==> src/core/fcc_pkg.sv <==
/*
  Package for the flash charger host controller: register offsets,
  field positions, reset values, timing constants, state and carrier types.
  Assumes a 200 MHz system clock and a 32-bit AXI4-Lite register bus.
*/
package fcc_pkg;

  // ---------------------------------------------------------------------
  // Timing
  // ---------------------------------------------------------------------
  localparam int CLK_PERIOD_PS      = 5000;
  localparam int ENABLE_DELAY_NS    = 150;
  localparam int ENABLE_DELAY_CYC   = (ENABLE_DELAY_NS * 1000) / CLK_PERIOD_PS;
  localparam int GATE_PROP_NS       = 25;
  localparam int GATE_PROP_CYC      = (GATE_PROP_NS * 1000) / CLK_PERIOD_PS;
  localparam int CHARGE_TIMEOUT_DEF = 40000000;

  // ---------------------------------------------------------------------
  // Register map (byte offsets)
  // ---------------------------------------------------------------------
  localparam logic [3:0] REG_CONTROL = 4'h0;
  localparam logic [3:0] REG_STATUS  = 4'h4;
  localparam logic [3:0] REG_TIMEOUT = 4'h8;
  localparam logic [3:0] REG_ELAPSED = 4'hc;

  // Control fields.
  localparam int CTL_CHARGE  = 0;
  localparam int CTL_PERMIT  = 1;
  localparam int CTL_TRIGGER = 2;
  localparam int CTL_LINKED  = 3;

  // Status fields.
  localparam int STS_DONE    = 0;
  localparam int STS_FAULT   = 1;
  localparam int STS_REQ     = 2;
  localparam int STS_GATE_LO = 3;
  localparam int STS_STATE   = 4;

  localparam logic [1:0] RESP_OKAY   = 2'h0;
  localparam logic [1:0] RESP_SLVERR = 2'h2;
  localparam logic [3:0] CONTROL_RST = 4'h0;

  // ---------------------------------------------------------------------
  // Types
  // ---------------------------------------------------------------------
  typedef enum logic [1:0] {
    FCC_IDLE    = 2'b00,
    FCC_RUN     = 2'b01,
    FCC_DONE    = 2'b10,
    FCC_FAULT   = 2'b11
  } fcc_state_t;

  typedef struct packed {
    logic charge_request;
    logic flash_permit;
    logic flash_trigger;
  } fcc_pins_t;

endpackage : fcc_pkg

==> src/core/fcc_host.sv <==
/*
  Host controller for the flash charger: drives the charge request and
  the two flash inputs, watches the open-drain completion indicator and
  times each charge to find an overcurrent trip.
  Assumes the completion indicator carries an external pull-up and that
  all pin inputs are synchronous to aclk.
*/
// Design decisions made here: the AXI4-Lite interface to the registers and the address map.
//
// Contract
// RULE1: Charging starts only on high charge request.
// RULE2: Device delays internal enable after request edge.
// RULE3: Switch starts no sooner than enable delay.
// RULE4: Low charge request forces immediate stop.
// RULE5: Full threshold stops charging, indicator low.
// RULE6: Overcurrent also stops charging.
// RULE7: Host may raise request again to restart.
// RULE8: Completion pulls open-drain indicator low.
// RULE9: Indicator stays low until request drops.
// RULE10: Indicator high impedance while charging or faulted.
// RULE11: Host flags fault when charge time exceeded.
// RULE12: Switch off above peak current.
// RULE13: Switch on when kickback falls below zero.
// RULE14: Gate high only when permit and trigger.
// RULE15: Host may drive permit and trigger together.
// RULE16: Gate follows flash inputs after 25 ns.
// RULE17: Thermal trip latches off until request low.
// RULE18: Overcurrent during on-time latches charger off.
// RULE19: Overcurrent latch clears after request low.
// RULE20: Switch toggles only when enabled, unlatched.
// RULE21: Flash gate independent of charging state.
`timescale 1ns/1ps
module fcc_host
  import fcc_pkg::*;
#(
  parameter int CHARGE_TIMEOUT = CHARGE_TIMEOUT_DEF
) (
  // Clock and reset
  input  wire logic        aclk,
  input  wire logic        aresetn,
  // AXI4-Lite write
  input  wire logic [3:0]  s_axil_awaddr,
  input  wire logic        s_axil_awvalid,
  output logic             s_axil_awready,
  input  wire logic [31:0] s_axil_wdata,
  input  wire logic [3:0]  s_axil_wstrb,
  input  wire logic        s_axil_wvalid,
  output logic             s_axil_wready,
  output logic [1:0]       s_axil_bresp,
  output logic             s_axil_bvalid,
  input  wire logic        s_axil_bready,
  // AXI4-Lite read
  input  wire logic [3:0]  s_axil_araddr,
  input  wire logic        s_axil_arvalid,
  output logic             s_axil_arready,
  output logic [31:0]      s_axil_rdata,
  output logic [1:0]       s_axil_rresp,
  output logic             s_axil_rvalid,
  input  wire logic        s_axil_rready,
  // Device pins
  output fcc_pins_t        pins,
  input  wire logic        charge_done_n,
  input  wire logic        flash_gate_drive
);

  fcc_state_t  state;
  fcc_state_t  next_state;
  logic [3:0]  control;
  logic [31:0] timeout;
  logic [31:0] elapsed;
  logic [31:0] status;
  logic        fault;
  logic        want_charge;
  logic        want_permit;
  logic        want_trigger;
  logic        gate_expect;
  logic        gate_mismatch;
  logic [31:0] low_count;

  // ---------------------------------------------------------------------
  // Register bus
  // ---------------------------------------------------------------------
  fcc_axil_slave u_regs (
    .aclk    (aclk),
    .aresetn (aresetn),
    .awaddr  (s_axil_awaddr),
    .awvalid (s_axil_awvalid),
    .awready (s_axil_awready),
    .wdata   (s_axil_wdata),
    .wstrb   (s_axil_wstrb),
    .wvalid  (s_axil_wvalid),
    .wready  (s_axil_wready),
    .bresp   (s_axil_bresp),
    .bvalid  (s_axil_bvalid),
    .bready  (s_axil_bready),
    .araddr  (s_axil_araddr),
    .arvalid (s_axil_arvalid),
    .arready (s_axil_arready),
    .rdata   (s_axil_rdata),
    .rresp   (s_axil_rresp),
    .rvalid  (s_axil_rvalid),
    .rready  (s_axil_rready),
    .control (control),
    .timeout (timeout),
    .status  (status),
    .elapsed (elapsed)
  );

  assign want_charge  = control[CTL_CHARGE];
  assign want_permit  = control[CTL_PERMIT];
  // In linked mode one bit drives both flash inputs as a single signal.
  // RULE15: linked flash inputs
  assign want_trigger = control[CTL_LINKED] ? control[CTL_PERMIT]
                                            : control[CTL_TRIGGER];

  // ---------------------------------------------------------------------
  // Charge sequencer
  // ---------------------------------------------------------------------
  // Next state from the software request, the completion indicator and the charge timer.
  always_comb
  begin
    next_state = state;
    case (state)
      FCC_IDLE:
        // RULE1: start on request
        if (want_charge) next_state = FCC_RUN;
      FCC_RUN:
        // RULE4: software stop drops request
        if (!want_charge) next_state = FCC_IDLE;
        // RULE8: indicator low means full
        else if (!charge_done_n) next_state = FCC_DONE;
        // RULE11: charge took too long
        else if (elapsed >= CHARGE_TIMEOUT - 1) next_state = FCC_FAULT;
      // RULE9: stays done until request is dropped
      FCC_DONE:  if (!want_charge) next_state = FCC_IDLE;
      // RULE19: a fault clears only through a low request
      FCC_FAULT: if (!want_charge) next_state = FCC_IDLE;
      default:   next_state = FCC_IDLE;
    endcase
  end

  always_ff @(posedge aclk)
  begin
    if (!aresetn)
      state <= FCC_IDLE;
    else
      state <= next_state;
  end

  // Request pin is high while running, done or faulted; leaving done or fault passes
  // through idle so the device always sees a low level before a restart.
  // RULE7: restart after forced low
  always_ff @(posedge aclk)
  begin
    if (!aresetn)
      pins.charge_request <= 1'b0;
    else
      pins.charge_request <= (next_state == FCC_RUN) ||
                             (next_state == FCC_DONE) ||
                             (next_state == FCC_FAULT && want_charge);
  end

  // Charge timer counts from the request rising while running.
  always_ff @(posedge aclk)
  begin
    if (!aresetn)
      elapsed <= 32'h0;
    else if (state == FCC_IDLE)
      elapsed <= 32'h0;
    else if (state == FCC_RUN)
      elapsed <= elapsed + 32'h1;
  end

  // Fault flag is sticky until software drops the charge request.
  // RULE17: latched-off trip seen as timeout
  always_ff @(posedge aclk)
  begin
    if (!aresetn)
      fault <= 1'b0;
    else if (next_state == FCC_FAULT)
      fault <= 1'b1;
    else if (next_state == FCC_IDLE)
      fault <= 1'b0;
  end

  // ---------------------------------------------------------------------
  // Flash inputs
  // ---------------------------------------------------------------------
  // Flash pins are driven apart from the charge sequencer.
  // RULE21: flash independent of charging
  always_ff @(posedge aclk)
  begin
    if (!aresetn)
    begin
      pins.flash_permit  <= 1'b0;
      pins.flash_trigger <= 1'b0;
    end
    else
    begin
      pins.flash_permit  <= want_permit;
      pins.flash_trigger <= want_trigger;
    end
  end

  // Expected gate level lags the pins by the device propagation time.
  // RULE16: gate follows after delay
  fcc_delay_line #(
    .DEPTH (GATE_PROP_CYC)
  ) u_gate_delay (
    .aclk    (aclk),
    .aresetn (aresetn),
    .din     (pins.flash_permit & pins.flash_trigger),
    .dout    (gate_expect)
  );

  // Mismatch is sticky; it only reports, it never stops the flash.
  // RULE14: gate equals permit and trigger
  always_ff @(posedge aclk)
  begin
    if (!aresetn)
      gate_mismatch <= 1'b0;
    else if (flash_gate_drive != gate_expect)
      gate_mismatch <= 1'b1;
  end

  // Status word returned to software.
  assign status = {26'h0, state, gate_mismatch, pins.charge_request,
                   fault, (state == FCC_DONE)};

  // ---------------------------------------------------------------------
  // Checks
  // ---------------------------------------------------------------------
  // Counts how long the request has been held low, for the checks.
  always_ff @(posedge aclk)
  begin
    if (!aresetn)
      low_count <= 32'h0;
    else if (pins.charge_request)
      low_count <= 32'h0;
    else if (low_count != 32'hffffffff)
      low_count <= low_count + 32'h1;
  end

  // RULE1: rise needs software
  AST_START_ON_REQ: assert property ( // RULE1
    @(posedge aclk) disable iff (!aresetn)
    $rose(pins.charge_request) |-> $past(want_charge))
    else $error("Charge request rose without software request.");

  // RULE4: stop drops the pin
  AST_STOP_FORCED: assert property ( // RULE4
    @(posedge aclk) disable iff (!aresetn)
    !want_charge |=> !pins.charge_request)
    else $error("Charge request not dropped after stop.");

  // RULE4: low pin means idle
  AST_LOW_MEANS_IDLE: assert property ( // RULE4
    @(posedge aclk) disable iff (!aresetn)
    !pins.charge_request |-> state == FCC_IDLE)
    else $error("Sequencer busy while charge request is low.");

  // RULE7: low seen before restart
  AST_LOW_BEFORE_RISE: assert property ( // RULE7
    @(posedge aclk) disable iff (!aresetn)
    $rose(pins.charge_request) |-> low_count != 32'h0)
    else $error("Charge request rose with no low level before it.");

  // RULE7: idle request restarts
  AST_RESTART: assert property ( // RULE7
    @(posedge aclk) disable iff (!aresetn)
    (state == FCC_IDLE) && want_charge |=> pins.charge_request)
    else $error("Restart did not raise charge request.");

  // RULE8: low indicator ends run
  AST_DONE_ON_LOW: assert property ( // RULE8
    @(posedge aclk) disable iff (!aresetn)
    (state == FCC_RUN) && want_charge && !charge_done_n |=>
    state == FCC_DONE)
    else $error("Low completion indicator did not end the run.");

  // RULE9: done holds with request
  AST_DONE_HOLDS: assert property ( // RULE9
    @(posedge aclk) disable iff (!aresetn)
    (state == FCC_DONE) && want_charge |=> state == FCC_DONE)
    else $error("Done state left while request still high.");

  // RULE11: timeout raises fault
  AST_FAULT_TIME: assert property ( // RULE11
    @(posedge aclk) disable iff (!aresetn)
    (state == FCC_RUN) && want_charge && charge_done_n &&
    (elapsed >= CHARGE_TIMEOUT - 1) |=> fault)
    else $error("Charge timeout did not raise fault.");

  // RULE11: timer starts from zero
  AST_TIMER_CLEAR: assert property ( // RULE11
    @(posedge aclk) disable iff (!aresetn)
    state == FCC_IDLE |=> elapsed == 32'h0)
    else $error("Charge timer not cleared while idle.");

  // RULE19: fault clears on low request
  AST_FAULT_CLEAR: assert property ( // RULE19
    @(posedge aclk) disable iff (!aresetn)
    $fell(fault) |-> !want_charge || $past(!want_charge))
    else $error("Fault cleared without request drop.");

  // RULE19: pin stays high in fault
  AST_FAULT_PIN_HIGH: assert property ( // RULE19
    @(posedge aclk) disable iff (!aresetn)
    state == FCC_FAULT |-> pins.charge_request)
    else $error("Charge request low while fault is held.");

  // RULE15: linked trigger copies permit
  AST_LINKED: assert property ( // RULE15
    @(posedge aclk) disable iff (!aresetn)
    control[CTL_LINKED] |=> pins.flash_trigger == $past(control[CTL_PERMIT]))
    else $error("Linked flash inputs differ.");

  // RULE15: unlinked trigger stands alone
  AST_UNLINKED: assert property ( // RULE15
    @(posedge aclk) disable iff (!aresetn)
    !control[CTL_LINKED] |=>
    pins.flash_trigger == $past(control[CTL_TRIGGER]))
    else $error("Unlinked flash trigger did not follow software.");

  // RULE21: permit follows software
  AST_FLASH_FREE: assert property ( // RULE21
    @(posedge aclk) disable iff (!aresetn)
    ##1 pins.flash_permit == $past(want_permit))
    else $error("Flash permit did not follow software.");

endmodule : fcc_host

==> src/core/fcc_axil_slave.sv <==
/*
  AXI4-Lite slave with four word registers for the charger controller.
  Assumes write address and data may arrive in either order; one write
  and one read outstanding at a time.
*/
`timescale 1ns/1ps
module fcc_axil_slave
  import fcc_pkg::*;
(
  // Clock and reset
  input  wire logic        aclk,
  input  wire logic        aresetn,
  // Write channels
  input  wire logic [3:0]  awaddr,
  input  wire logic        awvalid,
  output logic             awready,
  input  wire logic [31:0] wdata,
  input  wire logic [3:0]  wstrb,
  input  wire logic        wvalid,
  output logic             wready,
  output logic [1:0]       bresp,
  output logic             bvalid,
  input  wire logic        bready,
  // Read channels
  input  wire logic [3:0]  araddr,
  input  wire logic        arvalid,
  output logic             arready,
  output logic [31:0]      rdata,
  output logic [1:0]       rresp,
  output logic             rvalid,
  input  wire logic        rready,
  // Register contents
  output logic [3:0]       control,
  output logic [31:0]      timeout,
  input  wire logic [31:0] status,
  input  wire logic [31:0] elapsed
);

  logic [3:0] wr_addr;
  logic       have_aw;
  logic       have_w;
  logic [31:0] wr_data;
  logic [3:0] wr_strb;

  // ---------------------------------------------------------------------
  // Write path
  // ---------------------------------------------------------------------
  // Address and data are captured separately so either may come first.
  always_ff @(posedge aclk)
  begin
    if (!aresetn)
    begin
      have_aw <= 1'b0;
      have_w  <= 1'b0;
      wr_addr <= 4'h0;
      wr_data <= 32'h0;
      wr_strb <= 4'h0;
      bvalid  <= 1'b0;
      bresp   <= RESP_OKAY;
      control <= CONTROL_RST;
      timeout <= CHARGE_TIMEOUT_DEF[31:0];
    end
    else
    begin
      if (awvalid && awready)
      begin
        have_aw <= 1'b1;
        wr_addr <= awaddr;
      end
      if (wvalid && wready)
      begin
        have_w  <= 1'b1;
        wr_data <= wdata;
        wr_strb <= wstrb;
      end
      if (have_aw && have_w && !bvalid)
      begin
        have_aw <= 1'b0;
        have_w  <= 1'b0;
        bvalid  <= 1'b1;
        bresp   <= RESP_OKAY;
        case (wr_addr)
          REG_CONTROL: if (wr_strb[0]) control <= wr_data[3:0];
          REG_TIMEOUT:
          begin
            for (int i = 0; i < 4; i++)
              if (wr_strb[i]) timeout[i*8 +: 8] <= wr_data[i*8 +: 8];
          end
          REG_STATUS, REG_ELAPSED: bresp <= RESP_OKAY;
          default: bresp <= RESP_SLVERR;
        endcase
      end
      else if (bvalid && bready)
        bvalid <= 1'b0;
    end
  end

  // Ready flags are registers so every bus output leaves a flop; a taken
  // channel closes at once and reopens when its response is taken.
  always_ff @(posedge aclk)
  begin
    if (!aresetn)
    begin
      awready <= 1'b0;
      wready  <= 1'b0;
    end
    else
    begin
      awready <= awready ? !awvalid
                         : ((bvalid && bready) || (!bvalid && !have_aw));
      wready  <= wready ? !wvalid
                        : ((bvalid && bready) || (!bvalid && !have_w));
    end
  end

  // ---------------------------------------------------------------------
  // Read path
  // ---------------------------------------------------------------------
  // A read answers one cycle after the address is taken.
  always_ff @(posedge aclk)
  begin
    if (!aresetn)
    begin
      rvalid <= 1'b0;
      rdata  <= 32'h0;
      rresp  <= RESP_OKAY;
    end
    else if (arvalid && arready)
    begin
      rvalid <= 1'b1;
      rresp  <= RESP_OKAY;
      case (araddr)
        REG_CONTROL: rdata <= {28'h0, control};
        REG_STATUS:  rdata <= status;
        REG_TIMEOUT: rdata <= timeout;
        REG_ELAPSED: rdata <= elapsed;
        default:
        begin
          rdata <= 32'h0;
          rresp <= RESP_SLVERR;
        end
      endcase
    end
    else if (rvalid && rready)
      rvalid <= 1'b0;
  end

  // The address channel closes on a take and reopens with the answer.
  always_ff @(posedge aclk)
  begin
    if (!aresetn)
      arready <= 1'b0;
    else
      arready <= arready ? !arvalid : (rready || !rvalid);
  end

endmodule : fcc_axil_slave

==> src/core/fcc_delay_line.sv <==
/*
  Shift delay for one level, used to hold the flash gate demand
  back by a fixed number of cycles. Assumes a synchronous input.
*/
`timescale 1ns/1ps
module fcc_delay_line #(
  parameter int DEPTH = 5
) (
  // Clock and reset
  input  wire logic aclk,
  input  wire logic aresetn,
  // Level in and out
  input  wire logic din,
  output logic      dout
);

  logic [DEPTH-1:0] taps;

  // Each stage passes the level on by one clock.
  genvar g;
  generate
    for (g = 0; g < DEPTH; g++)
    begin : g_stage
      always_ff @(posedge aclk)
      begin
        if (!aresetn)
          taps[g] <= 1'b0;
        else if (g == 0)
          taps[g] <= din;
        else
          taps[g] <= taps[(g == 0) ? 0 : g-1];
      end
    end
  endgenerate

  assign dout = taps[DEPTH-1];

endmodule : fcc_delay_line

==> config.mk <==
export PLATFORM = sky130hd
export DESIGN_NAME = fcc_host
export DESIGN_NICKNAME = d
export VERILOG_FILES = /design/src/core/fcc_pkg.sv /design/src/core/fcc_host.sv /design/src/core/fcc_axil_slave.sv /design/src/core/fcc_delay_line.sv
export SDC_FILE = /design/constraint.sdc
export NUM_CORES = 1
export LEC_CHECK = 0
export ABC_AREA = 0
export CAP_MARGIN = 20
export CORE_AREA = 2 2 170 172
export CTS_BUF_LIST = sky130_fd_sc_hd__clkbuf_4
export DETAILED_ROUTE_END_ITERATION = 8
export DIE_AREA = 0 0 172 174
export DONT_BUFFER_PORTS = 1
export HOLD_SLACK_MARGIN = 0.03
export PLACE_DENSITY = 0.45
export SETUP_SLACK_MARGIN = 0.02
export SLEW_MARGIN = 10
export SYNTH_ARGS = -nofsm -noshare
export SYNTH_HDL_FRONTEND = slang
export SYNTH_HIERARCHICAL = 1
export SYNTH_SLANG_ARGS = --single-unit
export TNS_END_PERCENT = 100
==> constraint.sdc <==
create_clock -name aclk -period 4 [get_ports aclk]
set_clock_uncertainty 0.05 [all_clocks]
set_input_delay 0.2 -clock aclk [delete_from_list [all_inputs] [get_ports aclk]]
set_output_delay 0.2 -clock aclk [all_outputs]
set_load 0.02 [all_outputs]
### Word-level counts from Yosys, hierarchy flattened

Index checks and enable logic that the tools add are counted.

* bits in registers: 163
* input port bits: 53
* logic and storage cells: 105

* bitwise operators: 2
* reductions and logical operators: 39
* $add $sub $neg: 1
* eq/ne operators: 13
* $lt $le $gt $ge: 1
* multiplexer cells: 19

Operators by type and width (count)
* one-hot mux 32 bit (4 select lines): 1
* adder 32 x 1 -> 32 bit, second input constant: 1
* greater-or-equal comparator 32 x 26 -> 1 bit, second input constant: 1
* == test 4 bit, second input constant: 4
* AND reduction 3 bit: 5
* 2-to-1 mux 2 bit: 7
* logical AND 1 bit: 10
* 2-to-1 mux 1 bit: 10
* == test 2 bit, second input constant: 4
* == test 4 x 3 -> 1 bit, second input constant: 2
* logical NOT 4 bit: 2
* OR reduction 4 bit: 2
* logical NOT 1 bit: 7
* one-hot mux 2 bit (3 select lines): 1
* nonzero test 2 bit: 3
* OR reduction 2 bit: 3
* logical OR 1 bit: 5
* == test 2 x 1 -> 1 bit, second input constant: 2
* logical NOT 2 bit: 2
* AND 1 bit: 1
* != test 1 bit: 1
* NOT 1 bit: 1

### Depth between registers and ports, before layout

Gate-level depths: netlist (run 1).

* word-level depth: 8
* mapped depth: 9
* mapped depth without buffers: 8

### By module

Netlist (run 1), hierarchy kept.

By module, submodules not included
* fcc_axil_slave: cells each 549, area an instance 4812.1 µm², instances 1
* fcc_host: cells each 237, area an instance 1986.9 µm², instances 1
* fcc_delay_line: cells each 10, area an instance 131.4 µm², instances 1

### Worst setup path after synthesis (run 1)

OpenSTA, ideal clock, no wires.

* path type: register to register
* start point: register elapsed[0]
* end point: register elapsed[26]
* required time: 3.878 ns
* path slack: 1.806 ns
* stages on the path, launching flop included: 8
* data arrival time: 2.071 ns
* buffers on the path: 2
* clock period less this slack: 2.194 ns
* library setup time: 0.072 ns
* cells stage by stage: dfxtp_1 ha_1 clkbuf_1 nand3_1 or4_1 buf_2 or4_1 a21oi_1

* word-level cells in the longest chain between the ends: 1

RTL lines
* start, declared: RTL line fcc_host.sv:70 `logic [31:0] elapsed;`
* start signal, assigned: RTL line fcc_host.sv:171 `elapsed <= elapsed + 32'h1;`
* adder 32 x 1 -> 32 bit: RTL line fcc_host.sv:171

Every way passes these cells.
A chain may end at the register's enable or synchronous reset.

### Final worst setup path (run 1)

* start point: register state[0]
* end point: register elapsed[29]

* word-level cells in the longest chain between the ends: 2
* elaborated cells between the ends (all ways): 3
* classes of those cells: eq/ne (1); reduce/logical (2)

RTL lines
* start, declared: RTL line fcc_host.sv:66 `fcc_state_t state;`
* start signal, assigned: RTL line fcc_host.sv:147 `state <= next_state;`
* logical NOT 2 bit: RTL line fcc_host.sv:168 `else if (state == FCC_IDLE)`
* OR reduction 2 bit (no line)

Parallel ways exist; a longest one is shown, timed or not.

==> results.json, run 1 <==
{
  "status": "finished, final reports clean",
  "setup_tns_ns": 0,
  "cts_buffers": 17,
  "cp_slowest_cell": "or4_1",
  "cts_resized": 0,
  "syn_to_final_growth_pct": 19.55,
  "ir_drop_mv": 0.1675,
  "clock_sinks": 161,
  "cts.clk_slew.worst_paths_ns": 0.15,
  "yosysMostFrequentCell": "nand2_1",
  "via_count": 5831,
  "wire_per_inst_um": 16.00,
  "start_util_pct": 24.54,
  "synth_common_cells": "nand2_1 (179), dfxtp_1 (161), a21oi_1 (64)",
  "grt_max_degree": 71,
  "worst_hold_path_type": "input pin to flop",
  "synth_edf_count": 0,
  "htree_levels": 4,
  "syn_area_sq_mm": 0.006930,
  "synth_top_cell_area_share_pct": 46.51,
  "antenna_found_initial": 1,
  "drcViolationCount": 0,
  "die_w_um": 172,
  "synth_area_leaders": "dfxtp_1 (47%), nand2_1 (9.7%), mux2i_1 (6.9%), a21oi_1 (4.6%), mux2_2 (2.8%)",
  "grt_pass1_vias": 5595,
  "ys.flop_type": "dfxtp_1",
  "finalHoldViolCount": 0,
  "synth_cell_type_count": 58,
  "grt_first_pass_wirelength_um": 31710,
  "slew_headroom_pct": 38.78,
  "grt_overflow_total": 0,
  "ys_async_sr_fraction_pct": 0,
  "placedCellCount": 1157,
  "die_area_sq_mm": 0.02993,
  "nNetsFinal": 915,
  "setup_viol": 0,
  "io_pins": 97,
  "crit_path_max_fanout": 17,
  "first_iter_violations": 348,
  "synth_area_leader_cell": "dfxtp_1",
  "ctsLongestPathBuffers": 2,
  "power.total_uw": 2882,
  "critPathLaunch": "state[0]$_SDFF_PN0_",
  "fin_ws_ns": 1.376,
  "yosysSeqAreaShare_pct": 46.51,
  "vias_per_cell": 4.639,
  "finalMaxSlewViolations": 0,
  "path_cells": "and4b_1, nand4_1, or4_1, a21oi_1",
  "power_density_mw_per_mm2": 347.8,
  "reg2reg_depth": 4,
  "stdcell_count": 1257,
  "rows": 62,
  "clk_latency_ns": 0.58,
  "die_y_um": 174,
  "ant_nets": 0,
  "avgSynthCellArea_sq_um": 8.707,
  "slowest_delay_ns": 0.71,
  "drive_above_1_share_pct": 7.225,
  "pre_cts_ws_ns": 1.506,
  "holdWs_ns": 0.05829,
  "rsz0062_at_grt": "no",
  "root_buffer": "clkbuf_4",
  "core-area_sq_mm": 0.02824,
  "yosysWarnings": 6,
  "r2r_start": "state[0]$_SDFF_PN0_",
  "timing_worst_setup_path_type": "flop to flop",
  "dp.final_hpwl_um": 13680,
  "critPathRequiredTime_ns": 4.46,
  "routed_wl_um": 20120,
  "cp-end-kind": "flop",
  "port_buffers": 0,
  "startpoint_type": "flop",
  "grt_usage_pct": 13.72,
  "worst_slew_pin_slew_ns": 0.9164,
  "timing.rr.end": "elapsed[29]$_SDFFE_PP0P_",
  "gp_congestion": 0.7953,
  "fin_crit_ns": 2.624,
  "cts_tree": "yes",
  "endpoint": "elapsed[29]$_SDFFE_PP0P_",
  "fmax_mhz": 381.2,
  "arrival_ns": 3.08,
  "period_share_pct": 65.59,
  "syn_inst": 796,
  "maxCapViolations": 0,
  "cellLeakagePower_uw": 0.002823,
  "reg2reg_slack_ns": 1.38,
  "drtPass1Iterations": 5,
  "ys_seq_elements": 161
}
critical path, delay by kind of cell, from the launching register on:
kind / cells / cell delay [ns]
AO/OA/AOI/OAI: 1 / 0.15
flip-flops: 1 / 0.55
AND/OR/NAND/NOR: 3 / 1.79
routing by layer:
metal	track usage [%]	vias up	wire length (um)
li1	-	2923	-
met1	19.34	2759	10030
met2	20.30	126	8731
met3	3.643	23	986
met4	4.377	0	364
met5	0	-	0
through the flow:
stage,util (%),area (sq um)
floorplan,-,7028
global placement,25.79,7282
detailed placement,25.79,7282
CTS,29.33,8283
global route,29.34,8285
finish,29.34,8285
cell usage in the layout, fill, tap and decap left out, types with 15 or more instances in the layout:
cell type	netlist	routed
nand2_1	179	179
dfxtp_1	161	161
dlygate4sd3_1	0	66
a21oi_1	64	64
mux2i_1	48	48
nor2_1	37	37
conb_1	2	28
o21ai_1	26	26
clkbuf_4	0	17
mux2_2	17	17
a22oi_1	17	17
nand3_1	15	15
final cells by class:
| class | instances | area, sq um |
|---|---|---|
| Antenna cell | 1 | 2.502 |
| Clock buffer | 17 | 127.6 |
| Inverter | 3 | 11.26 |
| Sequential cell | 161 | 3223 |
| Multi-Input combinational cell | 602 | 3515 |
| Tap cell | 384 | 480.5 |
| Timing Repair Buffer | 75 | 760.7 |
| Fill cell | 3117 | 19950 |
| Clock inverter | 14 | 165.2 |
worst min-delay path by stage:
stage	start	slack (ns)	cells after the start	endpoint
3_5_place_dp	s_axil_arvalid	0.27	1	u_regs/rresp[1]$_SDFFE_PN0P_
4_1_cts	s_axil_wvalid	0.03	4	u_regs/wr_data[27]$_SDFFE_PN0P_
5_1_grt	s_axil_wvalid	0.03	4	u_regs/wr_strb[2]$_SDFFE_PN0P_
3_3_place_gp	s_axil_arvalid	0.27	1	u_regs/rresp[1]$_SDFFE_PN0P_
6_report	s_axil_wvalid	0.06	4	u_regs/wr_data[19]$_SDFFE_PN0P_
2_1_floorplan	s_axil_arvalid	0.27	1	u_regs/rresp[1]$_SDFFE_PN0P_
power breakdown:
| part | switching [uW] | internal (uW) | total, uW |
|---|---|---|---|
| registers | 26.3 | 1630 | 1660 |
| clock network | 592 | 428 | 1020 |
| logic | 113 | 90.5 | 203 |
logic make-up (layout without fill, tap and decap cells):
logic type      after synthesis  count (layout)  share of synthesized area, %
compound gates              163             163                         14.48
xor+xnor                     11              11                         1.390
fa+ha+maj                     2               2                        0.3610
buf+inv                      59             109                         4.243
flops                       161             161                         46.51
mux                          65              65                         9.695
other cells                   2              29                        0.1084
simple gates                333             333                         23.22
registers in the layout (all words and copies together) (netlist names), 2 cells and up:
register	cells
state	2
u_gate_delay/taps	4
u_regs/rdata	32
u_regs/wr_addr	4
u_regs/wr_strb	4
elapsed	32
u_regs/timeout	32
u_regs/wr_data	32
u_regs/control	4
pins	3
what timing repair did:
item | CTS | global route
setup buffers | 0 | 0
endpoints found under the hold margin | 124 | 0
hold buffers | 68 | 0
No activity file was read; power rests on OpenSTA's default activity.
==> run 2, diff against run 1 <==
clock period = 2.57 ns   (was 4 ns; I/O delays follow)
==> results.json, run 2 (synthesis results as in run 1) <==
{
  "die_y_um": 174,
  "via_count": 6005,
  "cts.clk_slew.worst_paths_ns": 0.15,
  "drcViolationCount": 0,
  "root_buffer": "clkbuf_4",
  "reg2reg_slack_ns": 0.27,
  "wire_per_inst_um": 15.86,
  "grt_first_pass_wirelength_um": 33290,
  "fmax_mhz": 434.7,
  "rows": 62,
  "worst_hold_path_type": "input pin to flop",
  "finalMaxSlewViolations": 0,
  "antenna_found_initial": 1,
  "period_share_pct": 89.52,
  "crit_path_max_fanout": 21,
  "nNetsFinal": 963,
  "status": "finished, final reports clean",
  "final_common_cell": "nand2_1",
  "setup_viol": 0,
  "finalHoldViolCount": 0,
  "grt_overflow_total": 0,
  "die_w_um": 172,
  "holdWs_ns": 0.1150,
  "grt_pass1_vias": 5982,
  "path_cells": "and2_1, buf_4, nand2_1, dlygate4sd3_1, a21oi_1, dlygate4sd3_1",
  "clk_latency_ns": 0.57,
  "cellLeakagePower_uw": 0.002962,
  "fillers": 3094,
  "slew_headroom_pct": 35.78,
  "vias_per_cell": 4.598,
  "critPathLaunch": "u_regs/wready$_SDFF_PN0_",
  "critPathRequiredTime_ns": 3.03,
  "gp_congestion": 0.8284,
  "rsz0062_at_grt": "no",
  "grt_usage_pct": 14.24,
  "routed_wl_um": 20720,
  "clock_sinks": 161,
  "port_buffers": 0,
  "cts_buffers": 17,
  "die_area_sq_mm": 0.02993,
  "grt_max_degree": 74,
  "drtPass1Iterations": 5,
  "setup_tns_ns": 0,
  "power_density_mw_per_mm2": 512.2,
  "ant_nets": 0,
  "maxCapViolations": 0,
  "cp_common_cell": "dlygate4sd3_1",
  "fin_crit_ns": 2.301,
  "ctsLongestPathBuffers": 2,
  "drive_above_1_share_pct": 8.587,
  "arrival_ns": 2.76,
  "cts_tree": "yes",
  "cp_slowest_cell": "dlygate4sd3_1",
  "final_cell_mix": "nand2_1 (179), dfxtp_1 (160), dlygate4sd3_1 (99), a21oi_1 (64), mux2i_1 (48)",
  "ir_drop_mv": 0.2638,
  "io_pins": 97,
  "r2r_start": "u_regs/wready$_SDFF_PN0_",
  "slowest_delay_ns": 0.57,
  "startpoint_type": "flop",
  "cp-end-kind": "flop",
  "hold_start": "s_axil_araddr[0]",
  "timing_worst_setup_path_type": "flop to flop",
  "htree_levels": 4,
  "syn_to_final_growth_pct": 25.71,
  "core-area_sq_mm": 0.02824,
  "dp.final_hpwl_um": 14250,
  "first_iter_violations": 407,
  "worst_slew_pin_slew_ns": 0.9613,
  "start_util_pct": 24.54
}
==> run 2: changes by cell type in the layout (fill, tap and decap cells not counted), sizes merged <==
cell         change
dlygate4sd3     +33
buf             +15
clkinv           -2
bufinv           -1
clkbuf           +1
clkinvlp         +1
diode            +1
inv              +1
==> run 2: worst max-delay path: cells and delay by family, from the launching register on <==
| kind | cells | cell delay (ns) |
|---|---|---|
| simple gates | 2 | 0.26 |
| compound gates | 1 | 0.12 |
| buf+inv | 3 | 1.38 |
| flops | 1 | 0.44 |
==> run 2: per-layer routing <==
layer / up-vias / global-route usage (%) / part of all wire [%]
li1: 3019 / - / -
met1: 2830 / 19.71 / 48
met2: 140 / 22.09 / 46
met3: 16 / 3.256 / 4.9
met4: 0 / 4.062 / 1.2
met5: - / 0 / 0
==> run 2: metrics by stage <==
step                area (sq um)  util, %  power, uW  std cells  setup WS (ns)
finish                      8712    30.85       4462       1306         0.2694
global route                8712    30.85       4681       1306         0.1218
floorplan                   7028        -       2812        822         0.3762
detailed placement          7395    26.19       2841       1172         0.3669
global placement            7395    26.19       2838       1172         0.4056
CTS                         8706    30.83       4541       1304         0.1925
==> run 2: final timing paths <==
kind	end	cells past startpoint
setup reg to reg	u_regs/wr_data[2]$_SDFFE_PN0P_	6
hold / removal	u_regs/rdata[13]$_SDFFE_PN0P_	4
setup / recovery	u_regs/wr_data[2]$_SDFFE_PN0P_	6
hold reg to reg	u_gate_delay/taps[2]$_SDFF_PN0_	1
==> run 2: layout make-up <==
type / instances / area [sq um] / area share (%)
Antenna cell: 2 / 5.005 / 0.05745
Sequential cell: 161 / 3224 / 37.01
Inverter: 3 / 11.26 / 0.1293
Multi-Input combinational cell: 602 / 3515 / 40.34
Clock inverter: 13 / 137.6 / 1.580
Tap cell: 384 / 480.5 / 5.515
Timing Repair Buffer: 123 / 1204 / 13.82
Clock buffer: 18 / 135.1 / 1.551
==> run 2: report_power, final <==
| group | internal, uW | switching (uW) |
|---|---|---|
| clock network | 584 | 942 |
| logic | 171 | 183 |
| registers | 2540 | 41.9 |
| total | 3300 | 1170 |
==> run 2: what timing repair did <==
action | 4_1_cts | 5_1_grt
hold buffers | 101 | 0
setup buffers | 0 | 0
resized for setup | 0 | 1
hold endpoints to repair | 130 | 0
setup endpoints to repair | 0 | 1
